File: config.mk
export PLATFORM = sky130hd
export DESIGN_NAME = agc_page_regs
export DESIGN_NICKNAME = d
export VERILOG_FILES = /design/src/include/agc_page_pkg.sv /design/src/verilog/agc_page_regs.sv
export VERILOG_INCLUDE_DIRS = /design/src /design/src/include
export SDC_FILE = /design/constraint.sdc
export NUM_CORES = 1
export LEC_CHECK = 0
export BUFFER_PORTS_ARGS = -buffer_cell sky130_fd_sc_hd__buf_2
export CAP_MARGIN = 20
export CORE_MARGIN = 4
export CORE_UTILIZATION = 46
export DETAILED_ROUTE_END_ITERATION = 7
export PLACE_DENSITY = 0.86
export SYNTH_ARGS = -nofsm -noshare
export SYNTH_HDL_FRONTEND = slang
export SYNTH_SLANG_ARGS = --single-unit
File: constraint.sdc
create_clock -name clk_i -period 4.6 [get_ports clk_i]
set_clock_uncertainty 0.05 [all_clocks]
set_input_delay 0.46 -clock clk_i [delete_from_list [all_inputs] [get_ports clk_i]]
set_output_delay 0.46 -clock clk_i [all_outputs]
set_load 0.02 [all_outputs]
File: src/include/agc_page_params.svh
// What this block does
// - the signal debounce field at bits 3..0 gives no debounce at code 0, four samples at code 1, doubling up to code 1000, then 2048 samples at code 1001.
// - debounce codes above 1001 give whole multiples of 2048 samples that grow with the code.
// - the applied-gain status is read-only, two's complement in half-dB steps from -12 dB to +40 dB, and zero after reset.
// - gain codes 0x51 through 0xe7 are never reported, and the host treats them as invalid.
// - reserved addresses 102..127 on page 0 and 1..25 and 27..50 on page 1 are never written.
// - address zero is an 8-bit read-write page selector that resets to page zero.
// - dither bits 7..4 hold the left input offset, signed magnitude in 15 mV steps, reset zero.
// - dither bits 3..0 hold the right input offset in the same form, reset zero.
// - bias bits 4..3 choose off, 2 V, 2.5 V or the analog supply rail, reset off.
// Purpose: addresses, reset values and debounce counts of the register bank
// Assumes: 7-bit register addresses on one page at a time
// Notes:   gain limits are two's complement half-dB codes
`ifndef AGC_PAGE_PARAMS_SVH
`define AGC_PAGE_PARAMS_SVH
`define PAGE_SEL_ADDR    7'h00
`define DBNC_ADDR        7'h64
`define GAIN_ADDR        7'h65
`define DITHER_ADDR      7'h1a
`define BIAS_ADDR        7'h33
`define PAGE_ZERO        8'h00
`define PAGE_ONE         8'h01
`define RESET_BYTE       8'h00
`define GAIN_MAX         8'h50
`define GAIN_MIN         8'he8
`define DBNC_POW_LAST    4'h9
`define DBNC_BASE        16'h0004
`define DBNC_STEP        16'h0800
`define BIAS_LSB         3
`endif

File: src/include/agc_page_pkg.sv
// Purpose: types shared by the register bank
// Assumes: one register port in the core clock domain
// Notes:   none
package agc_page_pkg;
    typedef struct packed {
        logic       wr;
        logic       rd;
        logic [6:0] addr;
        logic [7:0] wdata;
    } reg_req_t;
    typedef enum logic [1:0] {
        BIAS_OFF,
        BIAS_2V0,
        BIAS_2V5,
        BIAS_RAIL
    } bias_level_t;
endpackage

File: src/verilog/agc_page_regs.sv
// Purpose: paged control registers for right gain debounce, gain status,
//          page selection, input offset dither and second bias level
// Assumes: requests come from the control-bus front end on clk_i
// Notes:   reserved addresses read zero and drop writes
`include "agc_page_params.svh"

module agc_page_regs (
    input  wire logic                      clk_i,
    input  wire logic                      rst_n_i,
    input  wire agc_page_pkg::reg_req_t    req_i,
    input  wire logic [7:0]                gain_i,
    output logic      [7:0]                rdata_o,
    output logic                           rvalid_o,
    output logic      [7:0]                page_o,
    output logic      [3:0]                dbnc_code_o,
    output logic      [15:0]               dbnc_samples_o,
    output logic      [7:0]                gain_status_o,
    output logic      [3:0]                left_offset_o,
    output logic      [3:0]                right_offset_o,
    output agc_page_pkg::bias_level_t      second_mic_bias_output_o
);

    // maps a debounce code to a sample count
    function automatic logic [15:0] dbnc_count(input logic [3:0] code);
        logic [15:0] res;
        res = 16'h0000;
        if (code == 4'h0) begin
            res = 16'h0000;
        end else if (code == `DBNC_POW_LAST) begin
            res = `DBNC_STEP;
        end else if (code < `DBNC_POW_LAST) begin
            res = 16'(`DBNC_BASE << (code - 4'h1));
        end else begin
            res = 16'(`DBNC_STEP * 16'(code - 4'h8));
        end
        return res;
    endfunction

    // saturates a gain word into the reportable span
    function automatic logic [7:0] gain_clamp(input logic [7:0] g);
        logic [7:0] res;
        res = g;
        if ($signed(g) > $signed(`GAIN_MAX)) begin
            res = `GAIN_MAX;
        end else if ($signed(g) < $signed(`GAIN_MIN)) begin
            res = `GAIN_MIN;
        end
        return res;
    endfunction

    logic [7:0] page_ff;
    logic [3:0] dbnc_ff;
    logic [15:0] samples_ff;
    logic [7:0] gain_ff;
    logic [7:0] dither_ff;
    logic [1:0] bias_ff;
    logic [7:0] rdata_ff;
    logic       rvalid_ff;

    wire on_p0      = (page_ff == `PAGE_ZERO);
    wire on_p1      = (page_ff == `PAGE_ONE);
    wire hit_page   = (req_i.addr == `PAGE_SEL_ADDR);
    // decode on the current page only
    // page qualified decode
    wire hit_dbnc   = on_p0 && (req_i.addr == `DBNC_ADDR);
    wire hit_gain   = on_p0 && (req_i.addr == `GAIN_ADDR);
    wire hit_dither = on_p1 && (req_i.addr == `DITHER_ADDR);
    wire hit_bias   = on_p1 && (req_i.addr == `BIAS_ADDR);

    wire wr_page    = req_i.wr && hit_page;
    wire wr_dbnc    = req_i.wr && hit_dbnc;
    wire wr_dither  = req_i.wr && hit_dither;
    wire wr_bias    = req_i.wr && hit_bias;

    wire [7:0] nxt_page   = wr_page ? req_i.wdata : page_ff;
    wire [3:0] nxt_dbnc   = wr_dbnc ? req_i.wdata[3:0] : dbnc_ff;
    wire [15:0] nxt_samples = dbnc_count(nxt_dbnc);
    wire [7:0] nxt_gain   = gain_clamp(gain_i);
    wire [7:0] nxt_dither = wr_dither ? req_i.wdata : dither_ff;
    wire [1:0] nxt_bias   = wr_bias ? req_i.wdata[`BIAS_LSB+1:`BIAS_LSB] : bias_ff;

    // reserved bits are rebuilt from constants so a stray write cannot reach them
    // reserved bits read reset value
    wire [7:0] dbnc_rd = {4'h0, dbnc_ff};
    wire [7:0] bias_rd = {3'h0, bias_ff, 3'h0};

    wire [7:0] nxt_rdata =
        !req_i.rd  ? rdata_ff  :
        hit_page   ? page_ff   :
        hit_dbnc   ? dbnc_rd   :
        hit_gain   ? gain_ff   :
        hit_dither ? dither_ff :
        hit_bias   ? bias_rd   : `RESET_BYTE;

    always_ff @(posedge clk_i) begin
        if (!rst_n_i) begin
            page_ff    <= `PAGE_ZERO;
            dbnc_ff    <= 4'h0;
            samples_ff <= 16'h0000;
            gain_ff    <= `RESET_BYTE;
            dither_ff  <= `RESET_BYTE;
            bias_ff    <= 2'h0;
        end else begin
            page_ff    <= nxt_page;
            dbnc_ff    <= nxt_dbnc;
            samples_ff <= nxt_samples;
            gain_ff    <= nxt_gain;
            dither_ff  <= nxt_dither;
            bias_ff    <= nxt_bias;
        end
    end

    always_ff @(posedge clk_i) begin
        if (!rst_n_i) begin
            rdata_ff  <= `RESET_BYTE;
            rvalid_ff <= 1'b0;
        end else begin
            rdata_ff  <= nxt_rdata;
            rvalid_ff <= req_i.rd;
        end
    end

    assign rdata_o        = rdata_ff;
    assign rvalid_o       = rvalid_ff;
    assign page_o         = page_ff;
    assign dbnc_code_o    = dbnc_ff;
    assign dbnc_samples_o = samples_ff;
    assign gain_status_o  = gain_ff;
    assign left_offset_o  = dither_ff[7:4];
    assign right_offset_o = dither_ff[3:0];
    assign second_mic_bias_output_o = agc_page_pkg::bias_level_t'(bias_ff);
endmodule

# Yosys cells after proc, flatten, opt, wreduce, memory -nomap -nowiden
# Cells that the tools add are included.
# totals
regBits,55
in_bits,27
# classes
eq_ne,6
bitwise,2
add_sub_neg,2
shift,1
n_reduce_logical,16
magnitude_cmp,3
muxes,10
# op_table
cell,count
8-bit 2-to-1 mux,5
16-bit 2-to-1 mux,1
"3-bit by 4-bit left shift with 16-bit output, first input constant",1
"7-bit == test, second input constant",2
12-bit 2-to-1 mux,1
"8-bit by 1-bit == test with 1-bit output, second input constant",1
"8-bit greater-than comparator, second input constant",1
1-bit logical AND,8
8-bit zero test,1
"8-bit by 6-bit less-than comparator with 1-bit output, second input constant",1
"7-bit by 5-bit == test with 1-bit output, second input constant",1
"7-bit by 6-bit == test with 1-bit output, second input constant",1
7-bit zero test,1
7-bit 2-to-1 mux,1
3-bit OR reduction,2
5-bit 2-to-1 mux,1
"4-bit by 4-bit subtractor with 5-bit output, second input constant",1
"4-bit == test, second input constant",1
4-bit zero test,1
"4-bit less-than comparator, second input constant",1
4-bit 2-to-1 mux,1
2-bit OR reduction,2
4-bit OR reduction,1
"4-bit by 1-bit subtractor with 4-bit output, second input constant",1
1-bit inverter,2

# Depth between registers and ports, before layout
# Gate-level depths: netlist of run 1.
# logic_depth
depth_word,8
ltp_mapped,9

# Worst setup path before layout of run 1
# Ideal clock, no wire load.
# synth_path
kind,register to register
from,"register page_ff[3], in the netlist page_o[3]"
to,"register samples_ff[9], in the netlist dbnc_samples_o[9]"
arrival_time_ns,2.218
t_required_ns,4.470
stages_incl_launch_ff,10
slack_ns,2.253
path_buffers,1
path_cell_list,dfxtp_1 > nor4_1 > and4_1 > buf_4 > nand3_2 > mux2i_1 > inv_1 > ha_1 > nand2_1 > nor3b_1
# synth_via
elab_chain_len,7
elab_cells_between_ends,11
cone_classes,1 x add/sub; 1 x order compare; 1 x eq/ne; 1 x shift; 1 x mux; 1 x bitwise; 5 x reduce/logical
# synth_lines
element,line,text
from (decl),agc_page_regs.sv:51,logic [7:0] page_ff;
from (signal assigned),agc_page_regs.sv:97,page_ff <= `PAGE_ZERO;
from (signal assigned),agc_page_regs.sv:104,page_ff <= nxt_page;
8-bit zero test (no source line) *,-,
1-bit logical AND *,agc_page_regs.sv:65,wire hit_dbnc = on_p0 && (req_i.addr == `DBNC_ADDR);
1-bit logical AND *,agc_page_regs.sv:71,wire wr_dbnc = req_i.wr && hit_dbnc;
4-bit 2-to-1 mux *,agc_page_regs.sv:76,wire [3:0] nxt_dbnc = wr_dbnc ? req_i.wdata[3:0] : dbnc_ff;
net nxt_dbnc[2],agc_page_regs.sv:76,
"parallel branches: the longest is 3 deep, another holds 4-bit by 1-bit subtractor with 4-bit output",-,
to (signal assigned),agc_page_regs.sv:106,samples_ff <= nxt_samples;
to (decl),agc_page_regs.sv:53,logic [15:0] samples_ff;
# Mark *: on every way through the listed nets, which the timed path passes.
# A chain may end at the register's enable or synchronous reset.

# Final worst setup path of run 1
# Ends and elaborated chain as after synthesis.

==> results of run 1 <==
## flip-flops by register name, indices dropped and copies added (netlist names)
name / cells
dbnc_code_o: 4
dbnc_samples_o: 14
dither_ff: 8
gain_status_o: 8
page_o: 8
rdata_o: 8
rvalid_o: 1
second_mic_bias_output_o: 2
## Yosys cell counts, drive strengths merged, types with 3 or more instances
| library cell | count | area, um^2 |
|---|---|---|
| mux2i | 12 | 120.1 |
| nand3 | 10 | 55.05 |
| nor2b | 9 | 56.30 |
| a21oi | 6 | 30.03 |
| nor3 | 9 | 45.04 |
| and2 | 3 | 18.77 |
| nand2 | 38 | 142.6 |
| inv | 7 | 26.28 |
| clkbuf | 8 | 30.03 |
| a21boi | 14 | 105.1 |
| nor2 | 19 | 71.32 |
| a221oi | 3 | 26.28 |
| nor4 | 3 | 40.04 |
| or3 | 3 | 18.77 |
| nor3b | 9 | 67.56 |
| buf | 6 | 43.79 |
| o21ai | 15 | 75.07 |
| dfxtp | 53 | 1061 |
| a31oi | 5 | 31.28 |
## report_power, final
part	total [mW]	leakage [nW]	switching, mW	internal [mW]
sequential	0.473	0.432	0.00484	0.469
combinational	0.0842	0.803	0.0537	0.0305
clock	0.326	0.0574	0.149	0.177
total	0.884	1.29	0.208	0.676
## through the flow
step                cells  worst slack, ps  power (mW)  hold slack [ps]  cell area, um^2
detailed placement    401             1834      0.5675            411.5             2774
floorplan             269             2253      0.5342            487.2             2369
global placement      401             1974      0.5648            404.0             2774
global route          409             1637      0.9186            345.3             2894
finish                409             1818      0.8837            348.2             2894
CTS                   409             1900      0.8891            341.9             2894
## worst paths after layout
check	from	cells past startpoint	slack [ps]	endpoint
setup / recovery	page_o[3]	8	1820	dbnc_samples_o[9]
hold / removal	req_i[6]	3	350	dither_ff[6]
setup reg to reg	page_o[3]	8	1820	dbnc_samples_o[9]
hold reg to reg	dither_ff[6]	2	430	dither_ff[6]
## per-layer routing
metal / track usage, % / wire length (um) / vias to the layer above
met5: 0 / 0 / -
met4: 8.076 / 128 / 0
met3: 4.853 / 468 / 13
met2: 33.06 / 3063 / 106
met1: 26.46 / 2625 / 1052
li1: - / - / 1087
## area by class of cell
cell class / count / area, um^2
fillers: 421 / 1954
well taps: 67 / 83.83
clock buffers: 6 / 82.58
multi-input cells: 195 / 1207
inverters: 7 / 26.28
clock inverters: 2 / 37.54
repair buffers: 79 / 395.4
flip-flops and latches: 53 / 1061
## kinds of logic (layout without fill, tap and decap cells)
group,Yosys count,count (layout),share of synthesized area (%)
DFF,53,53,45.08
muxes,12,12,5.104
and+or+nand+nor,117,117,26.90
AOI/OAI and AO/OA,55,55,15.95
other,1,5,0.1593
buffers and inverters,21,94,4.253
xor gates and xnor gates,4,4,1.489
adders and majority gates,2,2,1.063
## worst register-to-register path: cells and delay by family (launching register included)
family / cells / cell delay [ps]
adders and majority gates: 1 / 290
buffers and inverters: 1 / 70
and+or+nand+nor: 5 / 1610
muxes: 1 / 330
DFF: 1 / 360
==> flow_metrics.env, run 1 <==
export IMPL_status="finished, final reports clean"
export IMPL_maxCapViolCount=0
export IMPL_min_path_type="in -> reg"
export IMPL_cpPeakStageDelay_ps=550
export IMPL_cp_arrival_ps=2970
export IMPL_fmax_mhz=359.4
export IMPL_cp_slowest_cell="nor4_1"
export IMPL_cts_buffers=5
export IMPL_grtUsageTotal_pct=20.54
export IMPL_root_buffer="clkbuf_8"
export IMPL_timing_final_crit_share_pct=60.49
export IMPL_tns_ps=0
export IMPL_first_pass_iters=8
export IMPL_vias=2258
export IMPL_critPathBufInv=1
export IMPL_ys_seq_area_share_pct=45.08
export IMPL_clock_latency_ps=310
export IMPL_final_antenna_net_count=0
export IMPL_route_detailed_drc=0
export IMPL_irDropWorstVdd_mv=0.2121
export IMPL_via_per_inst=5.521
export IMPL_final_setup_viol_count=0
export IMPL_cp_start_kind="flip-flop"
export IMPL_pin_count=82
export IMPL_diodes=0
export IMPL_cts_sinks=53
export IMPL_die_y_um=79.53
export IMPL_drive_gt1_share_pct=27.19
export IMPL_path_cells="nor4_1, and4_1, nand3_2, mux2i_1, inv_1, ha_1, nand2_1, nor3b_1"
export IMPL_gr_total_overflow=0
export IMPL_post_route_util_pct=59.69
export IMPL_cp_data_required_time_ps=4780
export IMPL_final_nets=370
export IMPL_post_synth_cell_area_avg_um2=8.881
export IMPL_fp_row_count=25
export IMPL_grt_max_degree=38
export IMPL_h_tree_depth=2
export IMPL_ys_warn_count=0
export IMPL_initial_core_util_pct=48.54
export IMPL_rsz0062_at_grt="false"
export IMPL_drt_wl_total_um=6284
export IMPL_maxSlewHeadroom_pct=45.89
export IMPL_path_max_fanout=9
export IMPL_die_w_um=79.53
export IMPL_synth_distinct_cells=50
export IMPL_area_delta_synth_final_pct=22.97
export IMPL_ys_ff_latch=53
export IMPL_finalHoldViolCount=0
export IMPL_die_area_mm2=0.006325
export IMPL_synth_edf_count=0
export IMPL_cts_hold_buf=0
export IMPL_path_delay_family="simple AND/OR/NAND/NOR gates"
export IMPL_final_common_cell="buf_2"
export IMPL_power_density_mw_per_mm2=305.4
export IMPL_grt_antenna_before_repair=0
export IMPL_post_cts_setup_buffer_count=0
export IMPL_core_mm2=0.004848
export IMPL_ctsResizeCount=0
export IMPL_crit_path_end_kind="flip-flop"
export IMPL_wl_per_cell_um=15.36
export IMPL_drt_iter0_markers=265
export IMPL_synth_async_reset_ratio_pct=0
export IMPL_syn_inst=265
export IMPL_layout_common_cells="buf_2, dfxtp_1, nand2_1"
export IMPL_setup_worst_path_class="reg -> reg"
export IMPL_worstMarginPinSlew_ps=808.7
export IMPL_cts_max_path_buffers=2
export IMPL_path_clk_slew_ps=90
export IMPL_synth_ff_type="dfxtp_1"
export IMPL_syn_area_mm2=0.002354
export IMPL_numPortBuffers=79
export IMPL_p_leak_nw=1.292
export IMPL_min_period_ps=2782
export IMPL_finalMaxSlewViolations=0
export IMPL_place_congestion=0.8641
export IMPL_dpl_hpwl_um=4849
export IMPL_cts_tree="done"
export IMPL_grt_pass1_vias=2175
export IMPL_grt_pass1_wl_um=10300
No activity file was read; power rests on OpenSTA's default activity.
==> run 2, diff against run 1 <==
CORE_UTILIZATION = 45   (was 46)
PLACE_DENSITY = 0.88   (was 0.86)
clock period = 2.45 ns   (was 4.6 ns; I/O delays follow)
==> run 2 against run 1 <==
  * Register-to-register slack worse by 1600 ps
  * Clock-buffer cell count rose by 1
  * Total power grew 87%
  * Non-clock buffer count increased by 8
  * Utilization is 1.4 points lower
  * Critical path depth unchanged
  * Sequential share of layout area down 0.82 points
  * Worst setup slack got worse by 1600 ps
  * Die area grew 2.0%
  * Via count is 1.1% lower
  * Global-route usage is 0.83 points lower
==> flow_metrics.env, run 2 (synthesis results as in run 1) <==
export IMPL_status="finished, final reports clean"
export IMPL_die_y_um=80.32
export IMPL_via_per_inst=5.317
export IMPL_fp_row_count=26
export IMPL_root_buffer="clkbuf_8"
export IMPL_drt_wl_total_um=6140
export IMPL_grt_pass1_wl_um=10050
export IMPL_pin_count=82
export IMPL_path_max_fanout=5
export IMPL_cp_slowest_cell="nor4_2"
export IMPL_h_tree_depth=2
export IMPL_drt_iter0_markers=152
export IMPL_final_nets=378
export IMPL_comb_power_share_pct=9.6
export IMPL_worstMarginPinSlew_ps=559.6
export IMPL_min_period_ps=2212
export IMPL_cts_sinks=53
export IMPL_grt_pass1_vias=2156
export IMPL_gr_total_overflow=0
export IMPL_area_delta_synth_final_pct=25.78
export IMPL_path_clk_slew_ps=90
export IMPL_wl_per_cell_um=14.62
export IMPL_drive_gt1_share_pct=28.86
export IMPL_cp_arrival_ps=2390
export IMPL_switchingPower_mw=0.3828
export IMPL_route_detailed_drc=0
export IMPL_seq_power_share_pct=53.8
export IMPL_fill_cells=460
export IMPL_post_cts_setup_buffer_count=0
export IMPL_place_congestion=0.8850
export IMPL_power_switching_share_pct=23.12
export IMPL_layout_common_cells="buf_2, dfxtp_1, nand2_1"
export IMPL_p_leak_nw=1.333
export IMPL_maxSlewHeadroom_pct=62.69
export IMPL_grt_max_degree=38
export IMPL_numPortBuffers=79
export IMPL_finalMaxSlewViolations=0
export IMPL_cp_data_required_time_ps=2630
export IMPL_cts_max_path_buffers=2
export IMPL_place_area_mm2=0.002838
export IMPL_min_from="gain_i[6]"
export IMPL_p_clk_share_pct=36.6
export IMPL_whs_endpoint="gain_status_o[6]"
export IMPL_grtUsageTotal_pct=19.71
export IMPL_power_internal_mw=1.273
export IMPL_rr_endpoint="dbnc_samples_o[9]"
export IMPL_ff2ff_path_depth=8
export IMPL_grt_antenna_before_repair=0
export IMPL_maxCapViolCount=0
export IMPL_cp_start_kind="flip-flop"
export IMPL_fmax_mhz=452.0
export IMPL_setup_worst_path_class="reg -> reg"
export IMPL_largest_reg_flops=14
export IMPL_final_antenna_net_count=0
export IMPL_vias=2233
export IMPL_min_path_cells=2
export IMPL_critPathBufInv=1
export IMPL_final_cell_area_mm2=0.002960
export IMPL_tns_ps=0
export IMPL_r2r_setup_slack_ps=240
export IMPL_initial_core_util_pct=46.38
export IMPL_cts_hold_buf=0
export IMPL_diodes=0
export IMPL_path_cells="nor4_2, and4_1, nand3_2, mux2i_1, inv_1, ha_1, nand2_1, nor3b_1"
export IMPL_timing_final_crit_share_pct=90.31
export IMPL_crit_path_end_kind="flip-flop"
export IMPL_final_common_cell="buf_2"
export IMPL_post_route_util_pct=58.33
export IMPL_clock_latency_ps=310
export IMPL_core_mm2=0.005075
export IMPL_die_area_mm2=0.006451
export IMPL_irDropWorstVdd_mv=0.4630
export IMPL_final_setup_viol_count=0
export IMPL_dpl_hpwl_um=4741
export IMPL_cts_tree="done"
export IMPL_cpPeakStageDelay_ps=380
export IMPL_die_w_um=80.32
export IMPL_finalHoldViolCount=0
export IMPL_r2r_start="page_o[3]"
export IMPL_path_delay_family="simple AND/OR/NAND/NOR gates"
export IMPL_min_path_type="in -> reg"
export IMPL_first_pass_iters=4
export IMPL_rsz0062_at_grt="false"
export IMPL_power_density_mw_per_mm2=559.3
export IMPL_cts_buffers=5
## run 2: metal layers
layer / track usage (%) / vias up / part of all wire, %
met1: 22.91 / 1039 / 40
met2: 35.02 / 87 / 50
met5: 0 / - / 0
met4: 4.730 / 0 / 1.1
met3: 6.166 / 9 / 8.5
li1: - / 1098 / -
## run 2: worst max-delay path by stage
stage | cells past startpoint | startpoint | endpoint | slack [ps]
after CTS | 8 | page_o[3] | dbnc_samples_o[9] | 140
after global routing | 8 | page_o[7] | dbnc_samples_o[9] | 20
after detailed placement | 8 | page_o[3] | dbnc_samples_o[9] | 180
final | 8 | page_o[3] | dbnc_samples_o[9] | 240
after global placement | 8 | page_o[3] | dbnc_samples_o[9] | 260
after floorplan | 9 | page_o[3] | dbnc_samples_o[9] | 100
## run 2: power groups by stage
stage / logic [mW] / clock network (mW) / registers (mW)
global placement: 0.155 / 0 / 0.910
CTS: 0.159 / 0.611 / 0.890
finish: 0.159 / 0.606 / 0.890
global route: 0.174 / 0.648 / 0.892
detailed placement: 0.158 / 0 / 0.910
floorplan: 0.0712 / 0 / 0.932
## run 2: final cells by class
class	count	area, um^2	area share, %
Clock buffer	7	86.33	2.916
Clock inverter	1	30.03	1.014
Inverter	7	26.28	0.8876
Multi-Input combinational cell	195	1214	41.00
Sequential cell	53	1061	35.84
Tap cell	70	87.58	2.959
Timing Repair Buffer	87	455.4	15.38
## run 2: timing repair
item | 4_1_cts | 5_1_grt
endpoints found under the setup margin | 0 | 7
endpoints found under the hold margin | 0 | 0
gates resized for setup | 0 | 1
## run 2: per-stage QoR
stage	setup WS (ps)	total power [mW]	instances	hold slack [ps]
final	237.5	1.656	420	128.7
after CTS	141.5	1.661	420	124.4
after floorplan	102.5	1.003	269	315.7
after global routing	24.90	1.715	420	129.5
after global placement	259.4	1.065	412	404.2
after detailed placement	180.0	1.068	412	410.8
